**src/design/fcvt_pkg.sv**
```systemverilog
// Purpose: shared constants and types of the float to integer convert unit
// Assumes: 64-bit double operands, 32-bit Wishbone register words
// Notes: bit positions count from the lsb of the register word
package fcvt_pkg;

    ////////////////////////////////////////////////////////////////////////
    // instruction decode
    localparam logic [5:0] FCVT_OPC = 6'h3F;
    localparam logic [9:0] FCVT_XO_DW = 10'h32E;
    localparam logic [9:0] FCVT_XO_DWZ = 10'h32F;
    localparam logic [9:0] FCVT_XO_W = 10'h00E;

    ////////////////////////////////////////////////////////////////////////
    // rounding control encodings
    localparam logic [1:0] FCVT_RC_NEAR = 2'h0;
    localparam logic [1:0] FCVT_RC_ZERO = 2'h1;
    localparam logic [1:0] FCVT_RC_PINF = 2'h2;
    localparam logic [1:0] FCVT_RC_NINF = 2'h3;

    ////////////////////////////////////////////////////////////////////////
    // status and control register layout
    localparam int FCVT_B_XE = 2;
    localparam int FCVT_B_VE = 3;
    localparam int FCVT_B_FR = 4;
    localparam int FCVT_B_FI = 5;
    localparam int FCVT_B_XX = 6;
    localparam int FCVT_B_SNAN = 7;
    localparam int FCVT_B_CVI = 8;
    localparam int FCVT_B_OX = 9;
    localparam int FCVT_B_VX = 10;
    localparam int FCVT_B_FEX = 11;
    localparam int FCVT_B_FX = 12;
    localparam logic [31:0] FCVT_FP_STATUS_CONTROL_REG_RST = 32'h0000_0000;
    localparam logic [31:0] FCVT_FP_STATUS_CONTROL_REG_WMASK = 32'h0000_13FF;

    ////////////////////////////////////////////////////////////////////////
    // register offsets and interrupt bits
    localparam logic [7:0] FCVT_OFS_FP_STATUS_CONTROL_REG = 8'h00;
    localparam logic [7:0] FCVT_OFS_IRQ_STS = 8'h04;
    localparam logic [7:0] FCVT_OFS_IRQ_MASK = 8'h08;
    localparam logic [7:0] FCVT_OFS_LAST = 8'h0C;
    localparam int FCVT_IRQ_W = 4;
    localparam int FCVT_IRQ_DONE = 0;
    localparam int FCVT_IRQ_INV = 1;
    localparam int FCVT_IRQ_INX = 2;
    localparam int FCVT_IRQ_ILL = 3;
    localparam logic [3:0] FCVT_IRQ_RST = 4'h0;

    ////////////////////////////////////////////////////////////////////////
    // numeric limits
    localparam logic [12:0] FCVT_EXP_BIAS = 13'h03FF;
    localparam logic [63:0] FCVT_DW_MAX = 64'h7FFF_FFFF_FFFF_FFFF;
    localparam logic [63:0] FCVT_DW_MIN = 64'h8000_0000_0000_0000;
    localparam logic [31:0] FCVT_W_MAX = 32'h7FFF_FFFF;
    localparam logic [31:0] FCVT_W_MIN = 32'h8000_0000;
    localparam logic [64:0] FCVT_LIM_DW = 65'h0_8000_0000_0000_0000;
    localparam logic [64:0] FCVT_LIM_W = 65'h0_0000_0000_8000_0000;

    typedef enum logic [1:0] {
        FCVT_OP_NONE,
        FCVT_OP_DW,
        FCVT_OP_DWZ,
        FCVT_OP_W
    } fcvt_op_t;

    typedef struct packed {
        logic [63:0] value;
        logic fr;
        logic fi;
        logic snan;
        logic cvi;
    } fcvt_res_t;

endpackage

```
**src/design/fcvt_conv.sv**
```systemverilog
// Purpose: combinational double to signed integer conversion
// Assumes: rounding mode already resolved by the caller
// Notes: any nan converts to the most negative integer
`timescale 1ns/10ps
module fcvt_conv import fcvt_pkg::*; (
    input wire logic [63:0] opnd_i,
    input wire logic [1:0] rmode_i,
    input wire logic word_i,
    output fcvt_res_t res_o
);

    logic sgn;
    logic [10:0] bexp;
    logic [51:0] frac;
    logic is_nan;
    logic [12:0] uexp;
    logic [127:0] fixed;
    logic [127:0] shifted;
    logic [63:0] ip;
    logic g;
    logic s;
    logic big;
    logic inc;
    logic [64:0] mag;
    logic [64:0] lim;
    logic ovf;
    logic inv;
    logic [63:0] sval;
    logic [63:0] smin;
    logic [63:0] smax;

    assign sgn = opnd_i[63];
    assign bexp = opnd_i[62:52];
    assign frac = opnd_i[51:0];
    assign is_nan = (&bexp) & (|frac);
    assign uexp = {2'b00, bexp} - FCVT_EXP_BIAS;
    // integer part in the top half, fraction in the bottom half
    assign fixed = {63'h0, |bexp, frac, 12'h000};
    assign shifted = fixed << uexp[5:0];

    always_comb begin
        ip = 64'h0;
        g = 1'b0;
        s = 1'b0;
        big = 1'b0;
        if (!uexp[12] && uexp[11:6] != 6'h00) begin
            big = 1'b1;
        end else if (!uexp[12]) begin
            ip = shifted[127:64];
            g = shifted[63];
            s = |shifted[62:0];
        end else if (uexp == 13'h1FFF) begin
            g = fixed[64];
            s = |fixed[63:0];
        end else begin
            s = (|bexp) | (|frac);
        end
    end

    always_comb begin
        case (rmode_i)
            FCVT_RC_NEAR: inc = g & (s | ip[0]);
            FCVT_RC_ZERO: inc = 1'b0;
            FCVT_RC_PINF: inc = !sgn & (g | s);
            FCVT_RC_NINF: inc = sgn & (g | s);
            default: inc = 1'b0;
        endcase
    end

    assign mag = {1'b0, ip} + {64'h0, inc};
    assign lim = word_i ? FCVT_LIM_W : FCVT_LIM_DW;
    // the negative side reaches one step further than the positive side
    assign ovf = big | (sgn ? (mag > lim) : (mag >= lim));
    assign inv = is_nan | ovf;
    assign sval = sgn ? (64'h0 - mag[63:0]) : mag[63:0];
    assign smin = word_i ? {32'h0, FCVT_W_MIN} : FCVT_DW_MIN;
    assign smax = word_i ? {32'h0, FCVT_W_MAX} : FCVT_DW_MAX;

    always_comb begin
        if (inv) begin
            res_o.value = (is_nan | sgn) ? smin : smax;
        end else if (word_i) begin
            res_o.value = {32'h0, sval[31:0]};
        end else begin
            res_o.value = sval;
        end
        res_o.fr = inc & !inv;
        res_o.fi = (g | s) & !inv;
        res_o.snan = is_nan & !frac[51];
        res_o.cvi = inv;
    end

endmodule // fcvt_conv

```
**src/design/fcvt_unit.sv**
```systemverilog
// Purpose: float to integer convert unit with its status register
// Assumes: source operand arrives with the issue strobe, one cycle
// Notes: results, flags and condition field appear one cycle later
//
// Function
// - doubleword convert uses current rounding control
// - truncating doubleword convert rounds toward zero
// - doubleword out of range saturates
// - word convert uses current rounding control
// - word result in low word
// - word above range gives 7FFF FFFF
// - word below range gives 8000 0000
// - older word mnemonic behaves identically
// - doubleword sets fraction rounded on increment
// - doubleword sets fraction inexact when inexact
// - result class left alone after doubleword
// - doubleword flags updated; no record, field untouched
// - record form copies four summary bits
// - word forms always update status flags
// - word leaves class and codes undefined
// - doubleword illegal on 32-bit implementation
`timescale 1ns/10ps
module fcvt_unit import fcvt_pkg::*; #(
    parameter bit IMPL_64 = 1'b1
) (
    input wire logic clk_i,
    input wire logic rst_i,
    input wire logic wb_cyc_i,
    input wire logic wb_stb_i,
    input wire logic wb_we_i,
    input wire logic [7:0] wb_adr_i,
    input wire logic [3:0] wb_sel_i,
    input wire logic [31:0] wb_dat_i,
    output logic [31:0] wb_dat_o,
    output logic wb_ack_o,
    input wire logic issue_i,
    input wire logic [31:0] instr_i,
    input wire logic [63:0] src_data_i,
    output logic tgt_we_o,
    output logic [4:0] tgt_idx_o,
    output logic [63:0] tgt_data_o,
    output logic cr1_we_o,
    output logic [3:0] cr1_o,
    output logic illegal_o,
    output logic irq_o
);

    ////////////////////////////////////////////////////////////////////////
    // decode

    logic [9:0] xo;
    logic rec;
    logic opc_hit;
    fcvt_op_t op;
    logic is_dw;
    logic ill_go;
    logic go;
    logic [1:0] rmode;
    logic [31:0] fp_status_control_reg_ff;
    fcvt_res_t cres;

    assign xo = instr_i[10:1];
    assign rec = instr_i[0];
    assign opc_hit = instr_i[31:26] == FCVT_OPC;
    // both word mnemonics share one encoding, so one path serves them
    assign op = !opc_hit ? FCVT_OP_NONE :
                (xo == FCVT_XO_DW) ? FCVT_OP_DW :
                (xo == FCVT_XO_DWZ) ? FCVT_OP_DWZ :
                (xo == FCVT_XO_W) ? FCVT_OP_W : FCVT_OP_NONE;
    assign is_dw = (op == FCVT_OP_DW) || (op == FCVT_OP_DWZ);
    assign ill_go = issue_i & is_dw & !IMPL_64;
    assign go = issue_i & (op != FCVT_OP_NONE) & !ill_go;
    // truncating form ignores the rounding control field
    assign rmode = (op == FCVT_OP_DWZ) ? FCVT_RC_ZERO :
                   fp_status_control_reg_ff[1:0];

    fcvt_conv u_conv (
        .opnd_i(src_data_i),
        .rmode_i(rmode),
        .word_i(op == FCVT_OP_W),
        .res_o(cres)
    );

    ////////////////////////////////////////////////////////////////////////
    // register bus decode

    logic bus_go;
    logic wr_go;
    logic rd_go;
    logic hit_fp_status_control_reg;
    logic hit_sts;
    logic hit_mask;
    logic hit_last;
    logic [31:0] bmask;
    logic [31:0] wmask;
    logic ack_ff;

    // the access completes one edge before ack is seen
    assign bus_go = wb_cyc_i & wb_stb_i & !ack_ff;
    assign wr_go = bus_go & wb_we_i;
    assign rd_go = bus_go & !wb_we_i;
    assign hit_fp_status_control_reg = wb_adr_i == FCVT_OFS_FP_STATUS_CONTROL_REG;
    assign hit_sts = wb_adr_i == FCVT_OFS_IRQ_STS;
    assign hit_mask = wb_adr_i == FCVT_OFS_IRQ_MASK;
    assign hit_last = wb_adr_i == FCVT_OFS_LAST;

    for (genvar i = 0; i < 4; i++) begin : g_lane
        assign bmask[8*i+7:8*i] = {8{wb_sel_i[i]}};
    end

    assign wmask = bmask & FCVT_FP_STATUS_CONTROL_REG_WMASK;

    ////////////////////////////////////////////////////////////////////////
    // status and control register update

    logic [31:0] sw_fp_status_control_reg;
    logic [31:0] nxt_fp_status_control_reg;
    logic nxt_vx;
    logic nxt_fex;
    logic hw_inv;
    logic sup_wr;
    logic cur_vx;
    logic cur_fex;
    logic [31:0] rd_fp_status_control_reg;

    assign sw_fp_status_control_reg = (wr_go & hit_fp_status_control_reg) ?
        ((fp_status_control_reg_ff & ~wmask) | (wb_dat_i & wmask)) : fp_status_control_reg_ff;
    assign hw_inv = cres.snan | cres.cvi;

    // conversion flags land on top of a same-cycle software write
    always_comb begin
        nxt_fp_status_control_reg = sw_fp_status_control_reg;
        if (go) begin
            nxt_fp_status_control_reg[FCVT_B_FR] = cres.fr;
            nxt_fp_status_control_reg[FCVT_B_FI] = cres.fi;
            nxt_fp_status_control_reg[FCVT_B_XX] = sw_fp_status_control_reg[FCVT_B_XX] | cres.fi;
            nxt_fp_status_control_reg[FCVT_B_SNAN] = sw_fp_status_control_reg[FCVT_B_SNAN] | cres.snan;
            nxt_fp_status_control_reg[FCVT_B_CVI] = sw_fp_status_control_reg[FCVT_B_CVI] | cres.cvi;
            nxt_fp_status_control_reg[FCVT_B_FX] = sw_fp_status_control_reg[FCVT_B_FX]
                | (cres.fi & !sw_fp_status_control_reg[FCVT_B_XX])
                | (cres.snan & !sw_fp_status_control_reg[FCVT_B_SNAN])
                | (cres.cvi & !sw_fp_status_control_reg[FCVT_B_CVI]);
        end
        nxt_fp_status_control_reg[FCVT_B_VX] = 1'b0;
        nxt_fp_status_control_reg[FCVT_B_FEX] = 1'b0;
    end

    assign nxt_vx = nxt_fp_status_control_reg[FCVT_B_SNAN] | nxt_fp_status_control_reg[FCVT_B_CVI];
    assign nxt_fex = (nxt_vx & nxt_fp_status_control_reg[FCVT_B_VE])
        | (nxt_fp_status_control_reg[FCVT_B_XX] & nxt_fp_status_control_reg[FCVT_B_XE]);
    assign cur_vx = fp_status_control_reg_ff[FCVT_B_SNAN] | fp_status_control_reg_ff[FCVT_B_CVI];
    assign cur_fex = (cur_vx & fp_status_control_reg_ff[FCVT_B_VE])
        | (fp_status_control_reg_ff[FCVT_B_XX] & fp_status_control_reg_ff[FCVT_B_XE]);
    // an enabled invalid operation leaves the target register alone
    assign sup_wr = hw_inv & sw_fp_status_control_reg[FCVT_B_VE];

    always_comb begin
        rd_fp_status_control_reg = fp_status_control_reg_ff;
        rd_fp_status_control_reg[FCVT_B_VX] = cur_vx;
        rd_fp_status_control_reg[FCVT_B_FEX] = cur_fex;
    end

    always_ff @(posedge clk_i) begin
        if (rst_i) begin
            fp_status_control_reg_ff <= FCVT_FP_STATUS_CONTROL_REG_RST;
        end else begin
            fp_status_control_reg_ff <= nxt_fp_status_control_reg;
        end
    end

    ////////////////////////////////////////////////////////////////////////
    // interrupt status and mask

    logic [3:0] sts_ff;
    logic [3:0] mask_ff;
    logic [3:0] ev;
    logic [3:0] nxt_sts;
    logic [3:0] nxt_mask;
    logic [31:0] last_ff;

    assign ev[FCVT_IRQ_DONE] = go;
    assign ev[FCVT_IRQ_INV] = go & hw_inv;
    assign ev[FCVT_IRQ_INX] = go & cres.fi;
    assign ev[FCVT_IRQ_ILL] = ill_go;
    // an event in the clearing cycle survives the read
    assign nxt_sts = ev | ((rd_go & hit_sts) ? FCVT_IRQ_RST : sts_ff);
    assign nxt_mask = (wr_go & hit_mask & wb_sel_i[0]) ?
        wb_dat_i[3:0] : mask_ff;

    always_ff @(posedge clk_i) begin
        if (rst_i) begin
            sts_ff <= FCVT_IRQ_RST;
            mask_ff <= FCVT_IRQ_RST;
            irq_o <= 1'b0;
        end else begin
            sts_ff <= nxt_sts;
            mask_ff <= nxt_mask;
            irq_o <= |(nxt_sts & nxt_mask);
        end
    end

    ////////////////////////////////////////////////////////////////////////
    // bus answer

    logic [31:0] rdata;

    assign rdata = hit_fp_status_control_reg ? rd_fp_status_control_reg :
                   hit_sts ? {28'h0, sts_ff} :
                   hit_mask ? {28'h0, mask_ff} :
                   hit_last ? last_ff : 32'h0000_0000;

    always_ff @(posedge clk_i) begin
        if (rst_i) begin
            ack_ff <= 1'b0;
            wb_dat_o <= 32'h0000_0000;
        end else begin
            ack_ff <= bus_go;
            if (rd_go) begin
                wb_dat_o <= rdata;
            end
        end
    end

    assign wb_ack_o = ack_ff;

    ////////////////////////////////////////////////////////////////////////
    // results toward the register file and condition field

    always_ff @(posedge clk_i) begin
        if (rst_i) begin
            tgt_we_o <= 1'b0;
            tgt_idx_o <= 5'h00;
            tgt_data_o <= 64'h0;
            cr1_we_o <= 1'b0;
            cr1_o <= 4'h0;
            illegal_o <= 1'b0;
            last_ff <= 32'h0000_0000;
        end else begin
            // low word carries the word result, upper word reads zero
            tgt_we_o <= go & !sup_wr;
            tgt_idx_o <= instr_i[25:21];
            tgt_data_o <= cres.value;
            cr1_we_o <= go & rec;
            cr1_o <= {nxt_fp_status_control_reg[FCVT_B_FX], nxt_fex, nxt_vx,
                      nxt_fp_status_control_reg[FCVT_B_OX]};
            illegal_o <= ill_go;
            if (go) begin
                last_ff <= cres.value[31:0];
            end
        end
    end
endmodule // fcvt_unit

```
**config.mk**
```make
export PLATFORM = sky130hd
export DESIGN_NAME = fcvt_unit
export DESIGN_NICKNAME = d
export VERILOG_FILES = /design/src/design/fcvt_pkg.sv /design/src/design/fcvt_conv.sv /design/src/design/fcvt_unit.sv
export SDC_FILE = /design/constraint.sdc
export NUM_CORES = 1
export LEC_CHECK = 0
export BUFFER_PORTS_ARGS = -buffer_cell sky130_fd_sc_hd__buf_2
export CAP_MARGIN = 20
export CORE_MARGIN = 1.5
export CORE_UTILIZATION = 45
export CTS_CLUSTER_SIZE = 30
export DETAILED_ROUTE_END_ITERATION = 10
export PLACE_DENSITY = 0.66
export SYNTH_ARGS = -nofsm -noshare
export SYNTH_HDL_FRONTEND = slang
export SYNTH_SLANG_ARGS = --single-unit
```
**constraint.sdc**
```tcl
create_clock -name clk_i -period 19.1 [get_ports clk_i]
set_clock_uncertainty 0.15 [all_clocks]
set_input_delay 0.955 -clock clk_i [delete_from_list [all_inputs] [get_ports clk_i]]
set_output_delay 0.955 -clock clk_i [all_outputs]
set_load 0.01 [all_outputs]
```
==> impl_metrics.env <==
export IMPL_cp_end_kind="flip-flop"
export IMPL_rr_worst_depth=20
export IMPL_stdcell_count=2603
export IMPL_ant_nets=0
export IMPL_p_leak_nw=7.008
export IMPL_final_common_cell="buf_2"
export IMPL_required_ns=19.26
export IMPL_finalMaxSlewViolations=0
export IMPL_fmax_ghz=0.07610
export IMPL_multi_input_area_um2=12230
export IMPL_grt_pass1_vias=15960
export IMPL_crit_path_max_fanout=67
export IMPL_track_usage=0.3258
export IMPL_die_area_um2=37470
export IMPL_most_common_layout_cells="223 x buf_2, 167 x nand2_1, 158 x dfxtp_1"
export IMPL_coreArea_um2=35660
export IMPL_cpPeakStageDelay_ns=0.70
export IMPL_initial_core_util=0.4583
export IMPL_status="finished, violations left"
export IMPL_r2r_end="tgt_data_o[62]"
export IMPL_synth_edf_count=0
export IMPL_hold_buffers=0
export IMPL_cts_max_path_buffers=2
export IMPL_min_period_over_period=0.6880
export IMPL_synthFlopType="dfxtp_1"
export IMPL_die_w_um=193.6
export IMPL_syn_to_final_growth_pct=10.05
export IMPL_rows=69
export IMPL_fin_tns_setup_ns=0
export IMPL_startpoint_type="primary input"
export IMPL_grt_antenna_before_repair=1
export IMPL_power_density_nw_per_um2=64.78
export IMPL_fillCellCount=3492
export IMPL_synth_seq_area_share=0.1936
export IMPL_wire_per_inst_um=24.15
export IMPL_cts_resized_gates=0
export IMPL_seq_area_um2=3163
export IMPL_clk_pin_slew_ns=0.06
export IMPL_drive_gt1_frac=0.2241
export IMPL_synthesis_nets=2164
export IMPL_die_y_um=193.6
export IMPL_dp_hpwl_um=49130
export IMPL_cts_root_buffer="clkbuf_16"
export IMPL_htreeDepth=4
export IMPL_tightest_slew_ns=1.347
export IMPL_period_minus_slack_ns=13.14
export IMPL_crit_type="primary input to flip-flop"
export IMPL_yosysWarnings=0
export IMPL_antenna_cells=0
export IMPL_wl_um=62860
export IMPL_io_pin_count=256
export IMPL_violations="design-rule violations"
export IMPL_crit_end="tgt_data_o[62]"
export IMPL_viasPerCell=6.731
export IMPL_dr_pass1_iters=9
export IMPL_ir_drop_mv=0.05392
export IMPL_postLayoutCellArea_um2=17980
export IMPL_clock_latency_ns=0.43
export IMPL_first_iter_violations=2226
export IMPL_ys_ff_latch=158
export IMPL_grt_pass1_wl_um=96260
export IMPL_cts_tree="built"
export IMPL_maxCapViolCount=0
export IMPL_synthCells=2008
export IMPL_synth_area_per_cell_um2=8.138
export IMPL_fin_nets=2285
export IMPL_async_flop_share=0
export IMPL_min_path_type="flip-flop to flip-flop"
export IMPL_grt_max_degree=76
export IMPL_setup_viol_count_final=0
export IMPL_drc=18
export IMPL_numCtsBuffers=17
export IMPL_synth_distinct_cells=127
export IMPL_placed_cells=2567
export IMPL_slowest_stage="buf_4"
export IMPL_crit_start="src_data_i[52]"
export IMPL_r2r_slack_ns=10.94
export IMPL_slew_headroom=0.1022
export IMPL_syn_cell_area_um2=16340
export IMPL_cts_sinks=158
export IMPL_post_cts_setup_buffers=0
export IMPL_placed_area_um2=17410
export IMPL_rsz0062_at_grt="false"
export IMPL_place_gp_congestion=1.005
export IMPL_arrival_ns=13.30
export IMPL_io_buffers=221
export IMPL_final_core_util=0.5044
export IMPL_vias=17520
export IMPL_hold_violations=0
export IMPL_grt_ovfl_total=0
-- through the flow --
stage	hold WS (ns)	setup WS (ns)	power [mW]
3_3_place_gp	0.2903	6.143	0.8358
4_1_cts	0.2987	6.309	1.151
2_1_floorplan	0.2747	9.213	0.6990
6_report	0.2999	5.959	1.165
5_1_grt	0.3188	5.273	1.212
3_5_place_dp	0.2903	5.918	0.8397
-- synthesized netlist by cell type, drive strengths merged (57+ instances only) --
cell	count	area share
a21oi	112	0.035
buf	84	0.042
clkbuf	69	0.016
dfxtp	158	0.19
mux2	57	0.040
mux2i	138	0.085
nand2	170	0.040
nand3	94	0.029
nor2	154	0.036
nor3	78	0.025
nor4	57	0.023
o21ai	102	0.031
xnor2	74	0.041
-- area by class of cell --
cell class              instances  share of cell area
well taps                     461             0.03207
repair buffers                255             0.07584
inverters                      29            0.006053
flip-flops and latches        158              0.1759
clock buffers                  18             0.02386
multi-input cells            1668              0.6801
clock inverters                14            0.006192
-- flip-flops by register name, summed over array words and instances, names as in the netlist, named ones only --
signal	count
tgt_data_o	64
last_ff	32
wb_dat_o	32
fp_status_control_reg_ff	8
tgt_idx_o	5
mask_ff	4
sts_ff	4
cr1_o	2
cr1_we_o	1
irq_o	1
tgt_we_o	1
wb_ack_o	1
-- critical path: cells and delay by family --
kind	cells	cell delay, ns
mux	4	1.81
buf+inv	6	2.15
compound gates	10	3.31
fa+ha+maj	3	1.34
simple gates	12	3.63
-- report_power, final --
group	switching (mW)	internal (mW)	leakage (nW)	total [mW]
Combinational	0.327	0.178	5.46	0.505
Clock	0.144	0.168	0.257	0.312
Sequential	0.00399	0.344	1.29	0.348
-- logic make-up (layout without fill, tap and decap cells) --
| family | count (synthesis) | in the layout | share of synthesized area |
|---|---|---|---|
| other | 1 | 1 | 0.0002295 |
| AOI/OAI and AO/OA | 537 | 537 | 0.2348 |
| muxes | 240 | 240 | 0.1867 |
| xor gates and xnor gates | 107 | 107 | 0.06010 |
| adders and majority gates | 10 | 10 | 0.007656 |
| and+or+nand+nor | 773 | 773 | 0.2514 |
| buffers and inverters | 182 | 316 | 0.06546 |
| DFF | 158 | 158 | 0.1936 |
-- per-layer routing --
| metal | share of wire | up-vias | wire length [um] | GRT usage |
|---|---|---|---|---|
| met5 | 0.00019 | - | 12 | 0 |
| met4 | 0.025 | 2 | 1547 | 0.09303 |
| met3 | 0.096 | 110 | 6022 | 0.05003 |
| met2 | 0.44 | 964 | 27590 | 0.4941 |
| met1 | 0.44 | 8438 | 27690 | 0.4750 |
| li1 | - | 8008 | - | - |
-- worst min-delay path by stage --
stage	startpoint	to	slack, ns	depth (start not counted)
2_1_floorplan	last_ff[16]	last_ff[16]	0.27	2
3_3_place_gp	last_ff[16]	last_ff[16]	0.29	2
3_5_place_dp	wb_dat_o[16]	wb_dat_o[16]	0.29	2
4_1_cts	wb_dat_o[16]	wb_dat_o[16]	0.30	2
5_1_grt	wb_dat_o[16]	wb_dat_o[16]	0.32	2
6_report	wb_dat_o[16]	wb_dat_o[16]	0.30	2
No activity file was read; power rests on OpenSTA's default activity.
